===== src/hdl/cdrov_defs.svh =====
// Register offsets, reset values and field positions of the CDR override control registers.
`ifndef CDROV_DEFS_SVH
`define CDROV_DEFS_SVH

// ----------------------------------------------------------------------------
// Register offsets
// ----------------------------------------------------------------------------
`define CDROV_ADDR_RSVD 8'h08
`define CDROV_ADDR_ENA 8'h09
`define CDROV_ADDR_ENB 8'h0a

// ----------------------------------------------------------------------------
// Reset values
// ----------------------------------------------------------------------------
`define CDROV_RST_RSVD 8'h60
`define CDROV_RST_ENA 8'h00
`define CDROV_RST_ENB 8'h50

// ----------------------------------------------------------------------------
// Fields of loop_override_enables_a
// ----------------------------------------------------------------------------
`define CDROV_A_VCO_CAP 7
`define CDROV_A_LPF_LVL 6
`define CDROV_A_BYPASS 5
`define CDROV_A_DET_VCO 4
`define CDROV_A_CP_PD 3
`define CDROV_A_DIVSEL 2
`define CDROV_A_FLD 1
`define CDROV_A_LOCK_FD 0

// ----------------------------------------------------------------------------
// Fields of loop_override_enables_b
// ----------------------------------------------------------------------------
`define CDROV_B_SBT 7
`define CDROV_B_IDAC 6
`define CDROV_B_TRIP 5
`define CDROV_B_RANGE 4
`define CDROV_B_RST_OV 3
`define CDROV_B_RST_VAL 2
`define CDROV_B_LOCK_OV 1
`define CDROV_B_LOCK_VAL 0

`endif


===== src/hdl/cdrov_pkg.sv =====
// Types shared by the CDR override control register block.
package cdrov_pkg;

    // ------------------------------------------------------------------------
    // Loop control bundle
    // ------------------------------------------------------------------------
    typedef struct packed {
        logic [4:0] vco_cap_count;
        logic [4:0] loop_filter_dac;
        logic [2:0] loopthrough_sel;
        logic frequency_detector_enable;
        logic phase_detector_powerdown;
        logic vco_powerdown;
        logic quadrature_detector_powerdown;
        logic freq_charge_pump_powerdown;
        logic phase_charge_pump_powerdown;
        logic [2:0] divider_select;
        logic fast_lock_detector_powerdown;
        logic single_bit_transition_en;
        logic [2:0] phase_pump_current;
        logic [2:0] freq_pump_current;
        logic [7:0] filter_trip_level;
        logic filter_range_enable;
        logic recovery_reset;
        logic recovery_lock;
    } cdrov_loop_ctl_t;

    // ------------------------------------------------------------------------
    // Register access port
    // ------------------------------------------------------------------------
    typedef struct packed {
        logic wr;
        logic rd;
        logic [7:0] addr;
        logic [7:0] wdata;
    } cdrov_reg_req_t;

    typedef struct packed {
        logic rvalid;
        logic [7:0] rdata;
    } cdrov_reg_rsp_t;

endpackage


===== src/hdl/cdrov_regs.sv =====
// Per-channel CDR override enable registers and the loop control selection they steer.
`include "cdrov_defs.svh"

// ----------------------------------------------------------------------------
// Overview
// ----------------------------------------------------------------------------
// Overview of operation
// RL1: With the capacitor-count override set, the VCO capacitor count comes from the override.
// RL2: With the loop-filter level override set, the loop-filter DAC value comes from the override.
// RL3: With the detector-bypass override set, the loopthrough selections come from the override.
// RL4: With the detector and VCO override set, the four detector and VCO controls come from it.
// RL5: With the charge-pump power-down override set, both pump power-downs come from it.
// RL6: With the divider override set the divider select comes from it, else automatic.
// RL7: With the fast-lock override set, the fast-lock detector power-down comes from it.
// RL8: With lock-state mode set, the frequency detector stays enabled while the loop is locked; a set detector and VCO override takes precedence here.
// RL9: With the single-bit-transition override set, that enable comes from the override.
// RL10: With the pump current override set (its reset state), both pump currents come from it.
// RL11: With the trip override set, the eight-bit comparator trip levels come from the override.
// RL12: With the range override set (its reset state), the filter range enable comes from it.
// RL13: With the reset override set, the loop reset follows the software reset bit.
// RL14: A software reset bit of one holds the loop in reset and zero lets it run.
// RL15: With the lock override set, the lock indication shows the software lock bit.
// RL16: With an override clear, the control follows the internal state machine, except the frequency detector enable held on by lock-state mode (RL8).
// RL17: Software enables channel access and selects the channel before touching these registers.

module cdrov_regs
    import cdrov_pkg::*;
(
    input wire logic clock,
    input wire logic rst_n,
    input wire logic channel_bus_access_en,
    input wire logic channel_selected,
    input wire cdrov_reg_req_t reg_req,
    output cdrov_reg_rsp_t reg_rsp,
    input wire cdrov_loop_ctl_t sm_ctl,
    input wire cdrov_loop_ctl_t ov_val,
    input wire logic sm_locked_state,
    output cdrov_loop_ctl_t loop_ctl
);

    // ------------------------------------------------------------------------
    // Register storage
    // ------------------------------------------------------------------------
    logic [7:0] rsvd_reg;
    logic [7:0] ena_reg;
    logic [7:0] enb_reg;
    logic access_ok;
    logic wr_rsvd;
    logic wr_ena;
    logic wr_enb;

    function automatic logic addr_hit(input logic [7:0] addr, input logic [7:0] target);
        addr_hit = (addr == target);
    endfunction

    // Accesses only count when the channel is reachable from the bus.
    assign access_ok = channel_bus_access_en & channel_selected; // see RL17
    assign wr_rsvd = reg_req.wr & access_ok & addr_hit(reg_req.addr, `CDROV_ADDR_RSVD);
    assign wr_ena = reg_req.wr & access_ok & addr_hit(reg_req.addr, `CDROV_ADDR_ENA);
    assign wr_enb = reg_req.wr & access_ok & addr_hit(reg_req.addr, `CDROV_ADDR_ENB);

    always_ff @(posedge clock)
    begin
        if (!rst_n)
        begin
            rsvd_reg <= `CDROV_RST_RSVD;
        end
        else if (wr_rsvd)
        begin
            rsvd_reg <= reg_req.wdata;
        end
    end

    always_ff @(posedge clock)
    begin
        if (!rst_n)
        begin
            ena_reg <= `CDROV_RST_ENA;
        end
        else if (wr_ena)
        begin
            ena_reg <= reg_req.wdata;
        end
    end

    always_ff @(posedge clock)
    begin
        if (!rst_n)
        begin
            enb_reg <= `CDROV_RST_ENB; // see RL10 see RL12
        end
        else if (wr_enb)
        begin
            enb_reg <= reg_req.wdata;
        end
    end

    // ------------------------------------------------------------------------
    // Read path
    // ------------------------------------------------------------------------
    logic [7:0] rdata_next;

    always_comb
    begin
        rdata_next = 8'h00;
        if (addr_hit(reg_req.addr, `CDROV_ADDR_RSVD))
        begin
            rdata_next = rsvd_reg;
        end
        else if (addr_hit(reg_req.addr, `CDROV_ADDR_ENA))
        begin
            rdata_next = ena_reg;
        end
        else if (addr_hit(reg_req.addr, `CDROV_ADDR_ENB))
        begin
            rdata_next = enb_reg;
        end
    end

    always_ff @(posedge clock)
    begin
        if (!rst_n)
        begin
            reg_rsp <= '0;
        end
        else
        begin
            reg_rsp.rvalid <= reg_req.rd & access_ok; // see RL17
            reg_rsp.rdata <= (reg_req.rd & access_ok) ? rdata_next : 8'h00;
        end
    end

    // ------------------------------------------------------------------------
    // Loop control selection
    // ------------------------------------------------------------------------
    cdrov_loop_ctl_t loop_ctl_next;

    always_comb
    begin
        // Every field starts from the state machine and is replaced where enabled.
        loop_ctl_next = sm_ctl; // see RL16
        if (ena_reg[`CDROV_A_VCO_CAP])
        begin
            loop_ctl_next.vco_cap_count = ov_val.vco_cap_count; // see RL1
        end
        if (ena_reg[`CDROV_A_LPF_LVL])
        begin
            loop_ctl_next.loop_filter_dac = ov_val.loop_filter_dac; // see RL2
        end
        if (ena_reg[`CDROV_A_BYPASS])
        begin
            loop_ctl_next.loopthrough_sel = ov_val.loopthrough_sel; // see RL3
        end
        if (ena_reg[`CDROV_A_LOCK_FD] && sm_locked_state)
        begin
            loop_ctl_next.frequency_detector_enable = 1'b1; // see RL8
        end
        if (ena_reg[`CDROV_A_DET_VCO])
        begin
            // A direct override beats the lock-state mode.
            loop_ctl_next.frequency_detector_enable = ov_val.frequency_detector_enable; // see RL4
            loop_ctl_next.phase_detector_powerdown = ov_val.phase_detector_powerdown;
            loop_ctl_next.vco_powerdown = ov_val.vco_powerdown;
            loop_ctl_next.quadrature_detector_powerdown = ov_val.quadrature_detector_powerdown;
        end
        if (ena_reg[`CDROV_A_CP_PD])
        begin
            loop_ctl_next.freq_charge_pump_powerdown = ov_val.freq_charge_pump_powerdown; // see RL5
            loop_ctl_next.phase_charge_pump_powerdown = ov_val.phase_charge_pump_powerdown;
        end
        if (ena_reg[`CDROV_A_DIVSEL])
        begin
            loop_ctl_next.divider_select = ov_val.divider_select; // see RL6
        end
        if (ena_reg[`CDROV_A_FLD])
        begin
            loop_ctl_next.fast_lock_detector_powerdown = ov_val.fast_lock_detector_powerdown; // see RL7
        end
        if (enb_reg[`CDROV_B_SBT])
        begin
            loop_ctl_next.single_bit_transition_en = ov_val.single_bit_transition_en; // see RL9
        end
        if (enb_reg[`CDROV_B_IDAC])
        begin
            loop_ctl_next.phase_pump_current = ov_val.phase_pump_current; // see RL10
            loop_ctl_next.freq_pump_current = ov_val.freq_pump_current;
        end
        if (enb_reg[`CDROV_B_TRIP])
        begin
            loop_ctl_next.filter_trip_level = ov_val.filter_trip_level; // see RL11
        end
        if (enb_reg[`CDROV_B_RANGE])
        begin
            loop_ctl_next.filter_range_enable = ov_val.filter_range_enable; // see RL12
        end
        if (enb_reg[`CDROV_B_RST_OV])
        begin
            loop_ctl_next.recovery_reset = enb_reg[`CDROV_B_RST_VAL]; // see RL13 see RL14
        end
        if (enb_reg[`CDROV_B_LOCK_OV])
        begin
            loop_ctl_next.recovery_lock = enb_reg[`CDROV_B_LOCK_VAL]; // see RL15
        end
    end

    always_ff @(posedge clock)
    begin
        if (!rst_n)
        begin
            loop_ctl <= '0;
        end
        else
        begin
            loop_ctl <= loop_ctl_next;
        end
    end
endmodule // cdrov_regs


===== config.mk =====
export PLATFORM = sky130hd
export DESIGN_NAME = cdrov_regs
export DESIGN_NICKNAME = d
export VERILOG_FILES = /design/src/hdl/cdrov_pkg.sv /design/src/hdl/cdrov_regs.sv
export VERILOG_INCLUDE_DIRS = /design/src /design/src/hdl
export SDC_FILE = /design/constraint.sdc
export NUM_CORES = 1
export LEC_CHECK = 0
export BUFFER_PORTS_ARGS = -buffer_cell sky130_fd_sc_hd__buf_2
export CAP_MARGIN = 0
export CORE_MARGIN = 4
export CORE_UTILIZATION = 45
export DETAILED_ROUTE_END_ITERATION = 8
export GPL_ROUTABILITY_DRIVEN = 1
export PLACE_DENSITY_LB_ADDON = 0.3
export SYNTH_ARGS = -nofsm -noshare
export SYNTH_HDL_FRONTEND = slang
export SYNTH_SLANG_ARGS = --single-unit

===== constraint.sdc =====
create_clock -name clock -period 1.8 [get_ports clock]
set_input_delay 0.09 -clock clock [delete_from_list [all_inputs] [get_ports clock]]
set_output_delay 0.09 -clock clock [all_outputs]
set_load 0.1 [all_outputs]

==> impl_metrics.json, run 1 <==
{
  "fin_worst_skew_ns": 0.01308,
  "max_freq_mhz": 658.4,
  "netlist_area_mm2": 0.002928,
  "via_per_inst": 4.751,
  "clkPwrFrac_pct": 37.8,
  "clock_latency_ns": 0.33,
  "synth_top_area_share_pct": 50.60,
  "maxSlewHeadroom_pct": 57.27,
  "hold_path_class": "input pin to flop",
  "timing.final.crit_period_ns": 1.519,
  "critPathKind": "flop to flop",
  "yosys_warnings": 0,
  "drv_slew": 0,
  "swShare_pct": 28.33,
  "rsz0062_at_grt": "no",
  "setup.worst_path.start_class": "flop",
  "tightest_slew_ns": 0.6410,
  "synthToLayoutAreaGrowth_pct": 40.77,
  "layout-drive-gt1-share_pct": 38.89,
  "detailed_place_hpwl_um": 5127,
  "seqCellArea_mm2": 0.001481,
  "postSynthAreaPerCell_um2": 10.42,
  "synth_area_leader_cell": "dfxtp_1",
  "grt_max_degree": 77,
  "max-clock-path-buffers": 2,
  "yosysUniqueCellTypes": 26,
  "die_y_um": 88.66,
  "clock_sinks": 74,
  "end_kind": "flop",
  "fillCellCount": 542,
  "regMostFlops": "loop_ctl",
  "cts_htree_levels": 3,
  "p_comb_share_pct": 17.8,
  "io_buffer_count": 152,
  "post_cts_resized": 0,
  "synth_nets": 386,
  "cts-buffers-inserted": 9,
  "setup_viol": 0,
  "start_util_pct": 46.11,
  "max_cap_violations": 0,
  "grtUsageTotal_pct": 17.91,
  "powerDensity_mw_per_mm2": 925.5,
  "drtAntennaViolNets": 0,
  "gp_congestion": 0.7325,
  "largest_reg_flops": 41,
  "std_cell_rows": 29,
  "gr-total-overflow": 0,
  "drc": 0,
  "totalWireLength_um": 7111,
  "nNetsFinal": 550,
  "path_max_fanout": 8,
  "multi_input_area_mm2": 0.001340,
  "drtIter0Drc": 97,
  "p_leak_nw": 1.981,
  "required_ns": 2.04,
  "fin_setup_tns_ns": 0,
  "status": "complete, no violations",
  "top_regs": "loop_ctl: 41 flops, reg_rsp: 9 flops",
  "period_share_pct": 84.38,
  "cts_root_buf": "clkbuf_8",
  "synth_area_leaders": "dfxtp_1 51%, mux2i_1 22%, nor2b_1 10%, nand2_1 3.6%, clkbuf_1 2.2%",
  "cts_tree": "yes",
  "ir_drop_mv": 0.6303,
  "power_switching_mw": 1.080,
  "arrival_ns": 1.76,
  "vias": 2504,
  "cts.clk_slew.worst_paths_ns": 0.08,
  "core-area_mm2": 0.006350,
  "wl_per_cell_um": 13.49,
  "final-hold-violation-count": 0,
  "fp.dieW_um": 88.66,
  "dieArea_mm2": 0.007861,
  "antenna_cells": 0,
  "pwr-share-seq_pct": 44.5,
  "first_pass_iters": 4,
  "top_level_ports": 155,
  "syn_inst": 281,
  "grt_pass1_wl_um": 10950,
  "utilization_pct": 64.91,
  "p_int_mw": 2.734,
  "antenna_found_initial": 0,
  "synth-seq-area-share_pct": 50.60,
  "first_global_vias": 2491,
  "synth_seq_cells": 74
}
==> cell usage in the layout (no fill, tap or decap), types with 2 or more instances in the layout <==
cell type	n
nor2_1	8
dlygate4sd3_1	15
clkbuf_8	11
a21oi_1	2
buf_2	152
nor3_1	2
and3_1	2
a22o_1	2
a2111oi_0	6
nand2b_1	4
a21boi_0	4
nor2b_1	49
inv_1	7
dfxtp_1	74
bufinv_16	2
nand2_1	28
buf_4	5
mux2i_1	64
==> final cells by class <==
class                           instances  share of cell area (%)
Sequential cell                        74                   35.94
Multi-Input combinational cell        181                   32.51
Timing Repair Buffer                  172                   23.01
Clock buffer                           12                   3.764
Tap cell                               77                   2.338
Clock inverter                          4                   1.791
Inverter                                7                  0.6375
==> critical path, cell delays in order (launching register included) <==
cell and delay, ns:
dfxtp_1 0.60, mux2i_1 0.22, dlygate4sd3_1 0.56, nor2b_1 0.04
==> timing repair <==
| item | 4_1_cts | 5_1_grt |
|---|---|---|
| setup buffers | 0 | 0 |
| setup endpoints to repair | 0 | 0 |
| hold endpoints to repair | 11 | 0 |
| hold buffers | 15 | 0 |
==> cell families after synthesis <==
kind of cell	Yosys count	share of synthesized area [%]
AOI/OAI and AO/OA	15	3.932
buffers and inverters	26	3.632
DFF	74	50.60
muxes	64	21.88
and+or+nand+nor	102	19.96
==> cells in the mapped netlist <==
master,number
buf_2,1
o21ai_0,1
or4b_1,1
a21oi_1,2
and3b_1,1
nor3_1,2
and3_1,2
inv_1,7
and4_1,1
nand3_1,1
nor2b_1,49
dfxtp_1,74
mux2i_1,64
a2111oi_0,6
a22o_1,2
nand2_1,28
nand4b_1,1
a21boi_0,4
clkbuf_1,17
nand2b_1,4
nor4_4,1
buf_6,1
nand4_2,1
nor2_1,8
nor3b_1,1
and4bb_2,1
==> routing by layer <==
metal  part of all wire, %  global-route usage, %
met2                    50                  31.44
met3                   7.6                  4.004
met4                   1.3                  8.654
met1                    41                  20.40
met5                     0                      0
==> power groups by stage <==
stage / Combinational, mW / Clock, mW / Sequential [mW]
floorplan: 0.107 / 0 / 2.10
global placement: 0.648 / 0 / 1.73
detailed placement: 0.655 / 0 / 1.73
CTS: 0.682 / 1.49 / 1.70
global route: 0.717 / 1.56 / 1.70
finish: 0.678 / 1.44 / 1.70
==> per-stage QoR <==
step	hold WS, ns	cells	worst slack (ns)	total power, mW	cell area [um2]
floorplan	0.2322	281	0.4586	2.206	2928
global placement	0.3407	496	0.2905	2.380	3742
detailed placement	0.3504	496	0.2309	2.389	3742
CTS	0.0001522	527	0.2697	3.864	4121
global route	0.01200	527	0.1987	3.975	4121
finish	0.01466	527	0.2811	3.814	4121
==> worst paths after layout <==
| kind | start | slack [ns] | end | cells after the start |
|---|---|---|---|---|
| min | sm_ctl[36] | 0.01 | loop_ctl[36]$_SDFF_PN0_ | 3 |
| max | enb_reg[5]$_SDFFE_PN0P_ | 0.28 | loop_ctl[5]$_SDFF_PN0_ | 3 |
| min reg2reg | rsvd_reg[1]$_SDFFE_PN0P_ | 0.46 | rsvd_reg[1]$_SDFFE_PN0P_ | 2 |
| max reg2reg | enb_reg[5]$_SDFFE_PN0P_ | 0.28 | loop_ctl[5]$_SDFF_PN0_ | 3 |
Note: power is estimated with default switching activity, not from simulation.
==> run 2, diff against run 1 <==
--- a/config.mk
+++ b/config.mk
@@ -9,7 +9,7 @@
 export BUFFER_PORTS_ARGS = -buffer_cell sky130_fd_sc_hd__buf_2
 export CAP_MARGIN = 0
 export CORE_MARGIN = 4
-export CORE_UTILIZATION = 45
+export CORE_UTILIZATION = 40
 export DETAILED_ROUTE_END_ITERATION = 8
 export GPL_ROUTABILITY_DRIVEN = 1
 export PLACE_DENSITY_LB_ADDON = 0.3
==> constraint.sdc (replaced) <==
create_clock -name clock -period 1.25 [get_ports clock]
set_input_delay 0.0625 -clock clock [delete_from_list [all_inputs] [get_ports clock]]
set_output_delay 0.0625 -clock clock [all_outputs]
set_load 0.1 [all_outputs]
==> run 2 against run 1 <==
  * Die area is 11% higher
  * Combinational power up 74%
  * First-iteration DRC count decreased by 13%
  * Sequential cell count did not move
  * Worst setup slack worse by 0.18 ns
  * Non-clock buffer count up 79
  * Highest routed layer unchanged
  * Clock skew down 0.0055 ns
  * Count of clock-buffer cells in the layout fell by 1
==> impl_metrics.json, run 2 (same netlist as run 1, synthesis figures left out) <==
{
  "io_buffer_count": 152,
  "max-clock-path-buffers": 2,
  "gr-total-overflow": 0,
  "cts_tree": "yes",
  "grt_max_degree": 77,
  "clkPwrFrac_pct": 33.3,
  "setup_viol": 0,
  "cts_htree_levels": 3,
  "required_ns": 1.19,
  "arrival_ns": 1.08,
  "synthToLayoutAreaGrowth_pct": 67.61,
  "clock_latency_ns": 0.34,
  "power_switching_mw": 1.608,
  "grtUsageTotal_pct": 21.00,
  "die_y_um": 93.56,
  "final_cell_mix": "152 x buf_2, 82 x dlygate4sd3_1, 74 x dfxtp_1",
  "p_leak_nw": 2.312,
  "drv_slew": 0,
  "vias": 2881,
  "slowest_delay_ns": 0.43,
  "largest_reg_flops": 41,
  "final_common_cell": "buf_2",
  "std_cell_rows": 30,
  "setup.worst_path.start_class": "flop",
  "core-area_mm2": 0.006944,
  "hold_path_class": "input pin to flop",
  "critical-path-top-delay-family": "buffers and inverters",
  "cts-buffers-inserted": 9,
  "grt_pass1_wl_um": 14300,
  "cp_num_buf_inv": 1,
  "maxSlewHeadroom_pct": 66.68,
  "rsz0062_at_grt": "no",
  "end_kind": "output port",
  "timing.final.crit_period_ns": 1.147,
  "p_int_mw": 3.821,
  "totalWireLength_um": 9014,
  "postCtsSetupBuffers": 0,
  "status": "complete, no violations",
  "final-hold-violation-count": 0,
  "top_regs": "loop_ctl: 41 flops, reg_rsp: 9 flops",
  "powerDensity_mw_per_mm2": 1106,
  "tightest_slew_ns": 0.5033,
  "regMostFlops": "loop_ctl",
  "clock_sinks": 74,
  "gp_congestion": 0.7593,
  "via_per_inst": 4.595,
  "detailed_place_hpwl_um": 5500,
  "top_level_ports": 155,
  "max_cap_violations": 0,
  "path_max_fanout": 1,
  "fp.dieW_um": 93.56,
  "utilization_pct": 70.67,
  "antenna_found_initial": 0,
  "nNetsFinal": 629,
  "period_share_pct": 91.72,
  "dieArea_mm2": 0.008753,
  "swShare_pct": 29.62,
  "fin_worst_skew_ns": 0.007630,
  "start_util_pct": 42.16,
  "pwr-share-seq_pct": 45.0,
  "crit_chain": "buf_2",
  "ir_drop_mv": 0.8072,
  "drtIter0Drc": 84,
  "fillCellCount": 503,
  "critPathKind": "flop to output port",
  "max_freq_mhz": 872.2,
  "cts_root_buf": "clkbuf_8",
  "drtAntennaViolNets": 0,
  "cts.clk_slew.worst_paths_ns": 0.07,
  "p_comb_share_pct": 21.7,
  "first_pass_iters": 4,
  "stdcell_count": 627,
  "first_global_vias": 3103,
  "cp_slowest_cell": "buf_2",
  "wl_per_cell_um": 14.38,
  "placed_cells": 527,
  "layout-drive-gt1-share_pct": 35.54,
  "drc": 0
}
-- run 2: area by class of cell --
type / instances / area, um2 / area share (%)
antenna: 2 / 5.005 / 0.1020
clock buffer: 11 / 141.4 / 2.881
clock inverter: 5 / 53.80 / 1.096
inverter: 7 / 26.28 / 0.5354
multi-input combinational: 181 / 1345 / 27.41
sequential: 74 / 1481 / 30.19
tap: 96 / 120.1 / 2.448
timing repair buffer: 251 / 1734 / 35.34
-- run 2: power groups by stage --
stage	clock network, mW	logic [mW]	registers, mW
3_5_place_dp	0	0.967	2.50
5_1_grt	1.98	1.24	2.45
6_report	1.81	1.18	2.44
3_3_place_gp	0	0.956	2.49
4_1_cts	1.88	1.16	2.44
2_1_floorplan	0	0.156	3.02
-- run 2: repair_timing --
action | 4_1_cts | 5_1_grt
endpoints found under the setup margin | 0 | 1
hold buffers | 81 | 1
gates resized for setup | 0 | 1
hold endpoints to repair | 46 | 1
-- run 2: layer usage --
metal / part of all wire, % / GRT usage, %
met5: 0 / 0
met3: 6.5 / 5.310
met2: 52 / 37.58
met1: 39 / 22.34
met4: 3.3 / 11.67
-- run 2: worst paths after layout --
| kind | slack, ns | cells past startpoint | to | startpoint |
|---|---|---|---|---|
| setup / recovery | 0.10 | 1 | loop_ctl[17] | loop_ctl[17]$_SDFF_PN0_ |
| setup reg to reg | 0.18 | 2 | reg_rsp[7]$_SDFF_PN0_ | ena_reg[7]$_SDFFE_PN0P_ |
| hold / removal | 0.01 | 3 | loop_ctl[7]$_SDFF_PN0_ | ov_val[7] |
| hold reg to reg | 0.46 | 2 | rsvd_reg[2]$_SDFFE_PN0P_ | rsvd_reg[2]$_SDFFE_PN0P_ |
-- run 2: per-stage QoR --
step	area, um2	setup WS, ns	power [mW]	setup TNS [ns]	hold WS [ns]
after global placement	3885	-0.09193	3.450	-1.188	0.3114
after detailed placement	3885	-0.1376	3.464	-1.470	0.3245
after global routing	4902	0.02159	5.674	0	0.01738
after CTS	4891	0.08417	5.479	0	0.0002175
final	4907	0.1035	5.429	0	0.01276
after floorplan	2938	-0.05294	3.178	-0.4234	0.2047
